### config.mk
export PLATFORM = sky130hd
export DESIGN_NAME = pecd_top
export DESIGN_NICKNAME = d
export VERILOG_FILES = /design/src/verilog/pecd_pkg.sv /design/src/verilog/pecd_top.sv /design/src/verilog/pecd_port.sv
export VERILOG_INCLUDE_DIRS = /design/src /design/src/verilog
export SDC_FILE = /design/constraint.sdc
export NUM_CORES = 1
export LEC_CHECK = 0
export BUFFER_PORTS_ARGS = -buffer_cell sky130_fd_sc_hd__buf_2
export CORE_MARGIN = 4
export CORE_UTILIZATION = 41
export CTS_CLUSTER_SIZE = 24
export DETAILED_ROUTE_END_ITERATION = 12
export PLACE_DENSITY = 0.7
export SLEW_MARGIN = 20
export SYNTH_ARGS = -nofsm -noshare
export SYNTH_HDL_FRONTEND = slang
export SYNTH_HIERARCHICAL = 1
export SYNTH_SLANG_ARGS = --single-unit
### constraint.sdc
create_clock -name clk_in -period 4.1 [get_ports clk_in]
set_clock_uncertainty 0.1 [all_clocks]
set_input_delay 0.41 -clock clk_in [delete_from_list [all_inputs] [get_ports clk_in]]
set_output_delay 0.41 -clock clk_in [all_outputs]
set_load 0.01 [all_outputs]
### src/verilog/pecd_map.svh
`ifndef PECD_MAP_SVH
`define PECD_MAP_SVH
// register offsets, plain byte-wide port
`define PECD_OFF_A_RISE     8'h00
`define PECD_OFF_A_FALL     8'h01
`define PECD_OFF_A_FLAGS    8'h02
`define PECD_OFF_C_RISE     8'h03
`define PECD_OFF_C_FALL     8'h04
`define PECD_OFF_C_FLAGS    8'h05
`define PECD_OFF_CTRL       8'h06
`define PECD_OFF_IRQ_STAT   8'h07
`define PECD_OFF_IRQ_MASK   8'h08
// field positions
`define PECD_PIN_MSB        5
`define PECD_CTRL_IRQ_EN    0
`define PECD_STAT_AGG       0
`define PECD_STAT_WAKE      1
// reset values
`define PECD_RST_PINS       6'h00
`define PECD_RST_BYTE       8'h00
`define PECD_RST_STAT       2'h0
`endif

### src/verilog/pecd_pkg.sv
package pecd_pkg;
   typedef logic [5:0] pecd_pins_t;
   typedef struct packed {
      logic [7:0] addr;
      logic [7:0] wdata;
      logic       wr;
      logic       rd;
   } pecd_bus_req_t;
endpackage : pecd_pkg

### src/verilog/pecd_top.sv
// Local design decisions: the strobed register port and the register offsets.
`include "pecd_map.svh"
module pecd_top #(
   parameter bit HAS_PORT_C = 1'b1
) (
   // clock and reset
   input  wire logic                 clk_in,
   input  wire logic                 srst_in,
   // pins
   input  wire pecd_pkg::pecd_pins_t port_a_pin_n_in,
   input  wire pecd_pkg::pecd_pins_t port_c_pin_n_in,
   // register port
   input  wire pecd_pkg::pecd_bus_req_t bus_in,
   output logic [7:0]                rdata_out,
   // events
   output logic                      aggregate_change_event_out,
   output logic                      wake_out,
   output logic                      irq_out
);
   import pecd_pkg::*;

   pecd_pins_t a_rise;
   pecd_pins_t a_fall;
   pecd_pins_t a_flags;
   pecd_pins_t c_rise;
   pecd_pins_t c_fall;
   pecd_pins_t c_flags;
   pecd_pins_t c_rise_q;
   pecd_pins_t c_fall_q;
   pecd_pins_t c_flags_q;
   pecd_pins_t c_pins;
   pecd_pins_t wdata6;
   logic       a_hit;
   logic       c_hit;
   logic       c_hit_q;
   logic       any_hit;
   logic       change_module_irq_enable;
   logic [1:0] irq_stat;
   logic [1:0] irq_mask;
   logic [1:0] stat_set;
   logic [7:0] next_rdata;
   logic       agg;

   // bits seven and six are dropped on write
   assign wdata6 = bus_in.wdata[`PECD_PIN_MSB:0];
   // smaller variant: port C pins tied low so nothing can ever fire
   assign c_pins = HAS_PORT_C ? port_c_pin_n_in : `PECD_RST_PINS;

   pecd_port u_port_a (
      .clk_in      (clk_in),
      .srst_in     (srst_in),
      .pins_in     (port_a_pin_n_in),
      .rise_we_in  (bus_in.wr && bus_in.addr == `PECD_OFF_A_RISE),
      .fall_we_in  (bus_in.wr && bus_in.addr == `PECD_OFF_A_FALL),
      .flag_we_in  (bus_in.wr && bus_in.addr == `PECD_OFF_A_FLAGS),
      .wdata_in    (wdata6),
      .rise_en_out (a_rise),
      .fall_en_out (a_fall),
      .flags_out   (a_flags),
      .hit_out     (a_hit)
   );

   pecd_port u_port_c (
      .clk_in      (clk_in),
      .srst_in     (srst_in),
      .pins_in     (c_pins),
      .rise_we_in  (HAS_PORT_C && bus_in.wr && bus_in.addr == `PECD_OFF_C_RISE),
      .fall_we_in  (HAS_PORT_C && bus_in.wr && bus_in.addr == `PECD_OFF_C_FALL),
      .flag_we_in  (HAS_PORT_C && bus_in.wr && bus_in.addr == `PECD_OFF_C_FLAGS),
      .wdata_in    (wdata6),
      .rise_en_out (c_rise_q),
      .fall_en_out (c_fall_q),
      .flags_out   (c_flags_q),
      .hit_out     (c_hit_q)
   );

   // absent port C reads as zero everywhere
   assign c_rise  = HAS_PORT_C ? c_rise_q  : `PECD_RST_PINS;
   assign c_fall  = HAS_PORT_C ? c_fall_q  : `PECD_RST_PINS;
   assign c_flags = HAS_PORT_C ? c_flags_q : `PECD_RST_PINS;
   assign c_hit   = HAS_PORT_C ? c_hit_q   : 1'b0;
   assign any_hit = a_hit | c_hit;

   // aggregate follows the flags: set with any flag, clear only when all clear
   assign agg = (|a_flags) | (|c_flags);

   always_ff @(posedge clk_in) begin
      if (srst_in) begin
         change_module_irq_enable <= 1'b0;
      end else if (bus_in.wr && bus_in.addr == `PECD_OFF_CTRL) begin
         change_module_irq_enable <= bus_in.wdata[`PECD_CTRL_IRQ_EN];
      end
   end

   always_ff @(posedge clk_in) begin
      if (srst_in) begin
         irq_mask <= `PECD_RST_STAT;
      end else if (bus_in.wr && bus_in.addr == `PECD_OFF_IRQ_MASK) begin
         irq_mask <= bus_in.wdata[1:0];
      end
   end

   // status: aggregate seen and wake seen; hardware set beats write-one clear
   assign stat_set[`PECD_STAT_AGG]  = any_hit;
   assign stat_set[`PECD_STAT_WAKE] = any_hit & change_module_irq_enable;

   always_ff @(posedge clk_in) begin
      if (srst_in) begin
         irq_stat <= `PECD_RST_STAT;
      end else if (bus_in.wr && bus_in.addr == `PECD_OFF_IRQ_STAT) begin
         irq_stat <= (irq_stat & ~bus_in.wdata[1:0]) | stat_set;
      end else begin
         irq_stat <= irq_stat | stat_set;
      end
   end

   always_ff @(posedge clk_in) begin
      if (srst_in) begin
         aggregate_change_event_out <= 1'b0;
      end else begin
         // hit folds into the flag the same edge, so the event never lags a flag set by an edge
         aggregate_change_event_out <= agg | any_hit;
      end
   end

   always_ff @(posedge clk_in) begin
      if (srst_in) begin
         wake_out <= 1'b0;
      end else begin
         // detection runs regardless; only the request to the core is gated
         wake_out <= change_module_irq_enable & (agg | any_hit);
      end
   end

   always_ff @(posedge clk_in) begin
      if (srst_in) begin
         irq_out <= 1'b0;
      end else begin
         irq_out <= |((irq_stat | stat_set) & irq_mask);
      end
   end

   always_comb begin
      next_rdata = `PECD_RST_BYTE;
      unique case (bus_in.addr)
         `PECD_OFF_A_RISE:   next_rdata = {2'b00, a_rise};
         `PECD_OFF_A_FALL:   next_rdata = {2'b00, a_fall};
         `PECD_OFF_A_FLAGS:  next_rdata = {2'b00, a_flags};
         `PECD_OFF_C_RISE:   next_rdata = {2'b00, c_rise};
         `PECD_OFF_C_FALL:   next_rdata = {2'b00, c_fall};
         `PECD_OFF_C_FLAGS:  next_rdata = {2'b00, c_flags};
         `PECD_OFF_CTRL:     next_rdata = {7'h00, change_module_irq_enable};
         `PECD_OFF_IRQ_STAT: next_rdata = {6'h00, irq_stat};
         `PECD_OFF_IRQ_MASK: next_rdata = {6'h00, irq_mask};
         default:            next_rdata = `PECD_RST_BYTE;
      endcase
   end

   // read data stand only in the cycle after the strobe
   always_ff @(posedge clk_in) begin
      if (srst_in) begin
         rdata_out <= `PECD_RST_BYTE;
      end else if (bus_in.rd) begin
         rdata_out <= next_rdata;
      end else begin
         rdata_out <= `PECD_RST_BYTE;
      end
   end
endmodule // pecd_top

### src/verilog/pecd_port.sv
`include "pecd_map.svh"
// one six-pin port: synchroniser, edge detect, enables and sticky flags
module pecd_port (
   // clock and reset
   input  wire logic             clk_in,
   input  wire logic             srst_in,
   // pins
   input  wire pecd_pkg::pecd_pins_t pins_in,
   // software access
   input  wire logic             rise_we_in,
   input  wire logic             fall_we_in,
   input  wire logic             flag_we_in,
   input  wire pecd_pkg::pecd_pins_t wdata_in,
   // state
   output pecd_pkg::pecd_pins_t  rise_en_out,
   output pecd_pkg::pecd_pins_t  fall_en_out,
   output pecd_pkg::pecd_pins_t  flags_out,
   output logic                  hit_out
);
   import pecd_pkg::*;

   pecd_pins_t sync1;
   pecd_pins_t sync2;
   pecd_pins_t prev;
   pecd_pins_t hit;

   // chain stays out of reset: a pin held high across reset gives no false edge on release
   always_ff @(posedge clk_in) begin
      // second stage only reads the first; edges compare stages two and three
      sync1 <= pins_in;
      sync2 <= sync1;
      prev  <= sync2;
   end

   // both enables zero means no hit at all
   assign hit = (rise_en_out & sync2 & ~prev)
              | (fall_en_out & ~sync2 & prev)
              ;
   assign hit_out = |hit;

   always_ff @(posedge clk_in) begin
      if (srst_in) begin
         rise_en_out <= `PECD_RST_PINS;
         fall_en_out <= `PECD_RST_PINS;
      end else begin
         if (rise_we_in) begin
            rise_en_out <= wdata_in;
         end
         if (fall_we_in) begin
            fall_en_out <= wdata_in;
         end
      end
   end

   // a write may clear or set; a coincident edge always wins
   always_ff @(posedge clk_in) begin
      if (srst_in) begin
         flags_out <= `PECD_RST_PINS;
      end else if (flag_we_in) begin
         flags_out <= wdata_in | hit;
      end else begin
         flags_out <= flags_out | hit;
      end
   end
endmodule // pecd_port

==> flow_metrics.py, run 1 <==
metrics = {
    "sta": {
        "fmax_ghz": 0.444,
        "max_slew_margin": 0.458,
        "rsz0062_at_grt": "no",
        "tightestPinTransition_ns": 0.814,
        "fin_tns_setup_ns": 0,
        "finalHoldViolations": 0,
        "finalSetupViolations": 0,
        "fin_crit_sh": 0.549,
        "fin_crit_ns": 2.25,
        "slew_viol_final": 0,
    },
    "logic_synthesis": {
        "ys_warn_count": 6,
        "synth_top_area_share": 0.528,
        "synth_cells": 315,
        "yosysTopAreaCell": "dfxtp_1",
        "dominantRegCellSynth": "dfxtp_1",
        "avgSynthCellArea_um2": 10.3,
        "synth_edf_count": 0,
        "synth_cell_types": 40,
        "synth-async-reset-ratio": 0,
        "ys_ff_latch": 86,
        "netlist_area_um2": 3260,
        "ys_seq_area_frac": 0.528,
        "synthTopCellsByArea": "dfxtp_1 (53%), mux2i_1 (12%), nor2_1 (4.6%)",
    },
    "clock_network": {
        "htree_num_levels": 3,
        "cts_buffer_depth": 2,
        "cts_buffers": 9,
        "clock_sinks": 86,
        "clkLatencyLatePin_ns": 0.36,
        "cts_root_buffer": "clkbuf_8",
        "hold_buffers": 0,
        "post_cts_resized": 0,
        "clk_pin_slew_ns": 0.09,
        "postCtsSetupBuffers": 0,
        "cts_tree": "built",
    },
    "drt": {
        "avgViaCountPerCell": 5.33,
        "drt_iter0_drc": 146,
        "routed_wl_mm": 7.25,
        "drc": 0,
        "firstDrtPassIters": 5,
        "wl_per_cell_um": 15.9,
        "vias": 2431,
        "ant_nets": 0,
    },
    "power_and_ir_drop": {
        "clockPowerShare": 0.423,
        "switchingPower_w": 0.000345,
        "swShare": 0.216,
        "pwr_density_cell_nw_per_um2": 427,
        "vdd_ir_drop_max_mv": 0.237,
        "p_total_w": 0.00160,
        "cellLeakagePower_nw": 1.40,
        "p_int_w": 0.00125,
        "combinationalPowerShare": 0.036,
        "p_seq_frac": 0.541,
    },
    "critical_path": {
        "cp_top_family": "simple AND/OR/NAND/NOR gates",
        "worst_path_largest_cell_delay_ns": 0.63,
        "cp_slowest_cell": "nor3_1",
        "worstSetupPathType": "in -> reg",
        "crit_chain": "buf_2, nor2b_1, nand2_1, nor3_1, buf_4, mux2i_1, nor2_1",
        "path_max_fanout": 12,
        "crit_required_ns": 4.22,
        "cp-end-kind": "register",
        "crit_start": "bus_in[11]",
        "cp.arrival_ns": 2.37,
        "startpoint_type": "input pin",
        "path_buf_inv": 2,
        "reg2reg_from": "u_port_c/sync2[1]$_DFF_P_",
    },
    "floorplanning": {
        "core_region_area_um2": 7730,
        "dieArea_um2": 9440,
        "start_util": 0.422,
        "io_pins": 43,
        "die_w_um": 97.1,
        "rows": 32,
        "die_h_um": 97.1,
    },
    "final_layout": {
        "fin_cells": 456,
        "mostFrequentLayoutCells": "dfxtp_1 (86), nor2_1 (40), mux2i_1 (40)",
        "layout-drive-gt1-share": 0.198,
        "mostFrequentLayoutCell": "dfxtp_1",
        "nNetsFinal": 381,
        "antenna_cells": 0,
        "area_growth_pct": 14.6,
        "final_util": 0.483,
    },
    "global_routing": {
        "grt_max_degree": 45,
        "antenna_found_initial": 0,
        "grtUsageTotal": 0.159,
        "grt_pass1_wl_mm": 11.9,
        "grt_pass1_vias": 2396,
        "gr-total-overflow": 0,
    },
    "place": {
        "dpl.cell_count": 440,
        "hpwl_mm": 5.03,
        "gp_congestion": 0.877,
        "port_buffers": 38,
    },
    "status": {
        "status": "complete, no violations",
    },
    "worst_hold_path": {
        "worstHoldStart": "port_a_pin_n_in[5]",
        "min_path_type": "in -> reg",
    },
    "job": {
        "maxCapViolations": 0,
    },
}
worst register-to-register path: stages, from the launching register on:
cell,delay (ns)
dfxtp_1,0.34
nand3b_1,0.10
o21ai_0,0.15
nor4_1,0.43
nand4_1,0.31
nor2_1,0.23
a41oi_1,0.18
and2_1,0.22
cell usage after synthesis (2+ instances only):
| library cell | instances |
|---|---|
| dfxtp_1 | 86 |
| mux2i_1 | 40 |
| nor2_1 | 40 |
| nand2_1 | 17 |
| buf_2 | 14 |
| nand3b_1 | 14 |
| nor2b_1 | 11 |
| a211oi_1 | 8 |
| a21oi_1 | 8 |
| o21ai_0 | 8 |
| nor4_1 | 7 |
| mux2_2 | 5 |
| a22oi_1 | 4 |
| a31oi_1 | 4 |
| nand4_1 | 4 |
| o21ai_2 | 4 |
| o22a_1 | 4 |
| nand3_1 | 3 |
| nor3_1 | 3 |
| and2_1 | 2 |
| and3_1 | 2 |
| buf_4 | 2 |
| clkbuf_1 | 2 |
| inv_1 | 2 |
| nand2b_1 | 2 |
| o21a_1 | 2 |
| o2bb2ai_1 | 2 |
| o31ai_1 | 2 |
| or3_1 | 2 |
logic make-up after synthesis:
group,Yosys count,synth area share
AO/OA/AOI/OAI,48,0.101
buffers and inverters,20,0.0307
flip-flops,86,0.528
multiplexers,46,0.147
other,1,0.00115
AND/OR/NAND/NOR,114,0.191
path summary, 6_finish.rpt:
| path | to | depth (start not counted) | slack, ns |
|---|---|---|---|
| max | u_port_c/rise_en_out[3]$_SDFFE_PP0P_ | 7 | 1.85 |
| min | u_port_a/sync1[5]$_DFF_P_ | 1 | 0.04 |
| min reg2reg | u_port_a/sync2[3]$_DFF_P_ | 0 | 0.23 |
| max reg2reg | wake_out$_SDFF_PP0_ | 7 | 1.94 |
per-layer routing:
layer | wire (um) | GRT usage | part of all wire | up-vias
met5 | 0 | 0 | 0 | -
met4 | 164 | 0.0691 | 0.023 | 0
met3 | 426 | 0.0538 | 0.059 | 13
met2 | 3230 | 0.234 | 0.45 | 72
met1 | 3420 | 0.210 | 0.47 | 1152
li1 | - | - | - | 1194
cell type report:
class                           count  area (um2)
Fill cell                         724        3990
Clock buffer                       11         151
Multi-Input combinational cell    210        1440
Sequential cell                    86        1720
Tap cell                          102         128
Timing Repair Buffer               40         205
Clock inverter                      5        81.3
Inverter                            2        7.51
power by group through the flow:
stage               clock network (W)  registers [W]  logic (W)
floorplan                           0       0.000880  0.0000315
global placement                    0       0.000882  0.0000560
detailed placement                  0       0.000883  0.0000567
CTS                          0.000689       0.000863  0.0000568
global route                 0.000724       0.000866  0.0000624
finish                       0.000675       0.000863  0.0000574
through the flow:
step           worst slack (ns)  hold WS (ns)  area, um2
3_5_place_dp               1.52         0.212       3500
5_1_grt                    1.73        0.0197       3730
2_1_floorplan              2.06         0.210       3260
6_report                   1.85        0.0396       3730
3_3_place_gp               1.53         0.210       3500
4_1_cts                    1.89        0.0237       3730
(Power assumes the default switching activity.)
==> run 2, diff against run 1 <==
--- a/config.mk
+++ b/config.mk
@@ -11,7 +11,7 @@
 export CORE_UTILIZATION = 41
 export CTS_CLUSTER_SIZE = 24
 export DETAILED_ROUTE_END_ITERATION = 12
-export PLACE_DENSITY = 0.7
+export PLACE_DENSITY = 0.72
 export SLEW_MARGIN = 20
 export SYNTH_ARGS = -nofsm -noshare
 export SYNTH_HDL_FRONTEND = slang
==> constraint.sdc (replaced) <==
create_clock -name clk_in -period 2 [get_ports clk_in]
set_clock_uncertainty 0.1 [all_clocks]
set_input_delay 0.2 -clock clk_in [delete_from_list [all_inputs] [get_ports clk_in]]
set_output_delay 0.2 -clock clk_in [all_outputs]
set_load 0.01 [all_outputs]
==> run 2 against run 1 <==
  * Final cell count up 8.1%
  * Die area unchanged
  * Worst setup slack worse by 1.8 ns
  * Count of clock-buffer cells in the layout up 2
  * Via count up 5.0%
  * Combinational power rose to 2.6 times the previous value
  * Critical path depth up 1
  * Flip-flop and latch count unchanged
  * Design area up 9.6%
  * First-iteration DRC count down 5.5%
  * Critical endpoint is now wake_out$_SDFF_PP0_
  * Largest cell class unchanged
  * Highest routed layer unchanged
==> flow_metrics.py, run 2 (same netlist as run 1, synthesis figures left out) <==
metrics = {
    "floorplanning": {
        "core_region_area_um2": 7730,
        "io_pins": 43,
        "die_h_um": 97.1,
        "rows": 32,
        "die_w_um": 97.1,
        "dieArea_um2": 9440,
        "start_util": 0.422,
    },
    "sta": {
        "finalSetupViolations": 0,
        "layout_setup_ws_ns": 0.0576,
        "tightestPinTransition_ns": 0.504,
        "max_slew_margin": 0.664,
        "fmax_ghz": 0.515,
        "fin_crit_sh": 0.971,
        "rsz0062_at_grt": "yes",
        "slew_viol_final": 0,
        "fin_crit_ns": 1.94,
        "finalHoldViolations": 0,
    },
    "drt": {
        "firstDrtPassIters": 5,
        "ant_nets": 0,
        "drt_iter0_drc": 138,
        "wl_per_cell_um": 15.1,
        "avgViaCountPerCell": 5.18,
        "routed_wl_mm": 7.42,
        "wl_met3_um": 530,
        "dr_wl_met2_mm": 3.28,
        "top_layer": "met4",
        "wl_met1_mm": 3.36,
        "vias": 2552,
        "drc": 0,
    },
    "final_layout": {
        "fin_cells": 493,
        "nNetsFinal": 418,
        "final_util": 0.530,
        "mostFrequentLayoutCells": "dfxtp_1 (84), mux2i_1 (40), nor2_1 (39)",
        "area_growth_pct": 25.7,
        "layout-drive-gt1-share": 0.253,
        "antenna_cells": 0,
        "mostFrequentLayoutCell": "dfxtp_1",
    },
    "place": {
        "pre_cts_slack_ns": -0.0908,
        "gp_congestion": 0.890,
        "dpl.cell_count": 463,
        "hpwl_mm": 5.34,
        "port_buffers": 38,
    },
    "job": {
        "maxCapViolations": 0,
    },
    "power_and_ir_drop": {
        "p_total_w": 0.00339,
        "vdd_ir_drop_max_mv": 0.495,
        "cellLeakagePower_nw": 1.60,
        "pwr_density_cell_nw_per_um2": 829,
    },
    "critical_path": {
        "worst_path_largest_cell_delay_ns": 0.34,
        "cp-end-kind": "register",
        "crit_chain": "nand3b_1, o21ai_2, nor4_2, buf_4, nand4_1, nor2_2, a41oi_2, and2_1",
        "worstSetupPathType": "reg -> reg",
        "r2r_cells": 8,
        "rrSetupSlack_ns": 0.06,
        "path_max_fanout": 3,
        "crit_required_ns": 2.15,
        "cp_slowest_cell": "dfxtp_2",
        "reg2reg_from": "u_port_c/sync2[3]$_DFF_P_",
        "cp.arrival_ns": 2.10,
        "startpoint_type": "register",
        "r2r-end": "wake_out$_SDFF_PP0_",
    },
    "clock_network": {
        "clk_pin_slew_ns": 0.08,
        "cts_buffers": 9,
        "htree_num_levels": 3,
        "cts_root_buffer": "clkbuf_8",
        "cts_buffer_depth": 2,
        "cts_tree": "built",
        "clkLatencyLatePin_ns": 0.35,
        "clock_sinks": 86,
    },
    "global_routing": {
        "grt_max_degree": 27,
        "gr-total-overflow": 0,
        "antenna_found_initial": 0,
        "grtUsageTotal": 0.163,
        "grt_pass1_vias": 2512,
        "grt_pass1_wl_mm": 12.3,
    },
    "worst_hold_path": {
        "min_path_type": "in -> reg",
        "worst_hold_path.endpoint": "rdata_out[3]$_SDFF_PP0_",
        "whs_path_depth": 2,
        "worstHoldStart": "bus_in[13]",
    },
    "status": {
        "status": "complete, no violations",
    },
}
[run 2: worst max path at each step]
| stage | to | from | slack [ns] |
|---|---|---|---|
| 4_1_cts | wake_out$_SDFF_PP0_ | u_port_c/sync2[1]$_DFF_P_ | 0.03 |
| 2_1_floorplan | u_port_c/flags_out[4]$_SDFF_PP0_ | bus_in[15] | 0.17 |
| 5_1_grt | wake_out$_SDFF_PP0_ | u_port_c/sync2[3]$_DFF_P_ | -0.009 |
| 3_5_place_dp | wake_out$_SDFF_PP0_ | u_port_c/sync2[1]$_DFF_P_ | -0.09 |
| 6_report | wake_out$_SDFF_PP0_ | u_port_c/sync2[3]$_DFF_P_ | 0.06 |
| 3_3_place_gp | wake_out$_SDFF_PP0_ | u_port_c/sync2[1]$_DFF_P_ | -0.08 |
[run 2: cell type report]
class / instances / area (um2)
Tap cell: 102 / 128
Sequential cell: 86 / 1720
Fill cell: 703 / 3630
Timing Repair Buffer: 77 / 526
Clock buffer: 13 / 159
Clock inverter: 3 / 90.1
Multi-Input combinational cell: 210 / 1460
Inverter: 2 / 7.51
[run 2: critical path, delay by kind of cell, from the launching register on]
family / cells / cell delay [ns]
compound gates: 2 / 0.21
simple gates: 5 / 1.04
flops: 1 / 0.34
buf+inv: 1 / 0.16
[run 2: timing repair]
item                       in CTS  in global routing
hold buffers                   12                  0
setup buffers                   1                  1
pin swaps                       2                  4
setup endpoints to repair       2                  3
resized for setup               5                  3
cloned                          0                  0
hold endpoints to repair       12                  0
[run 2: through the flow]
step	cell area [um2]	setup TNS, ns	hold slack (ns)
finish	4090	0	0.0873
global route	4090	-0.00927	0.0785
CTS	4080	0	0.0656
detailed placement	3690	-0.316	0.204
global placement	3690	-0.111	0.202
floorplan	3260	0	0.128
[run 2: where the power goes]
group          internal [W]  switching, W
logic             0.0000667     0.0000813
registers           0.00175     0.0000179
clock network      0.000900      0.000576
[run 2: layer usage]
layer / track usage / vias to the layer above
li1: - / 1260
met1: 0.214 / 1175
met2: 0.239 / 99
met3: 0.0517 / 18
met4: 0.0864 / 0
met5: 0 / -
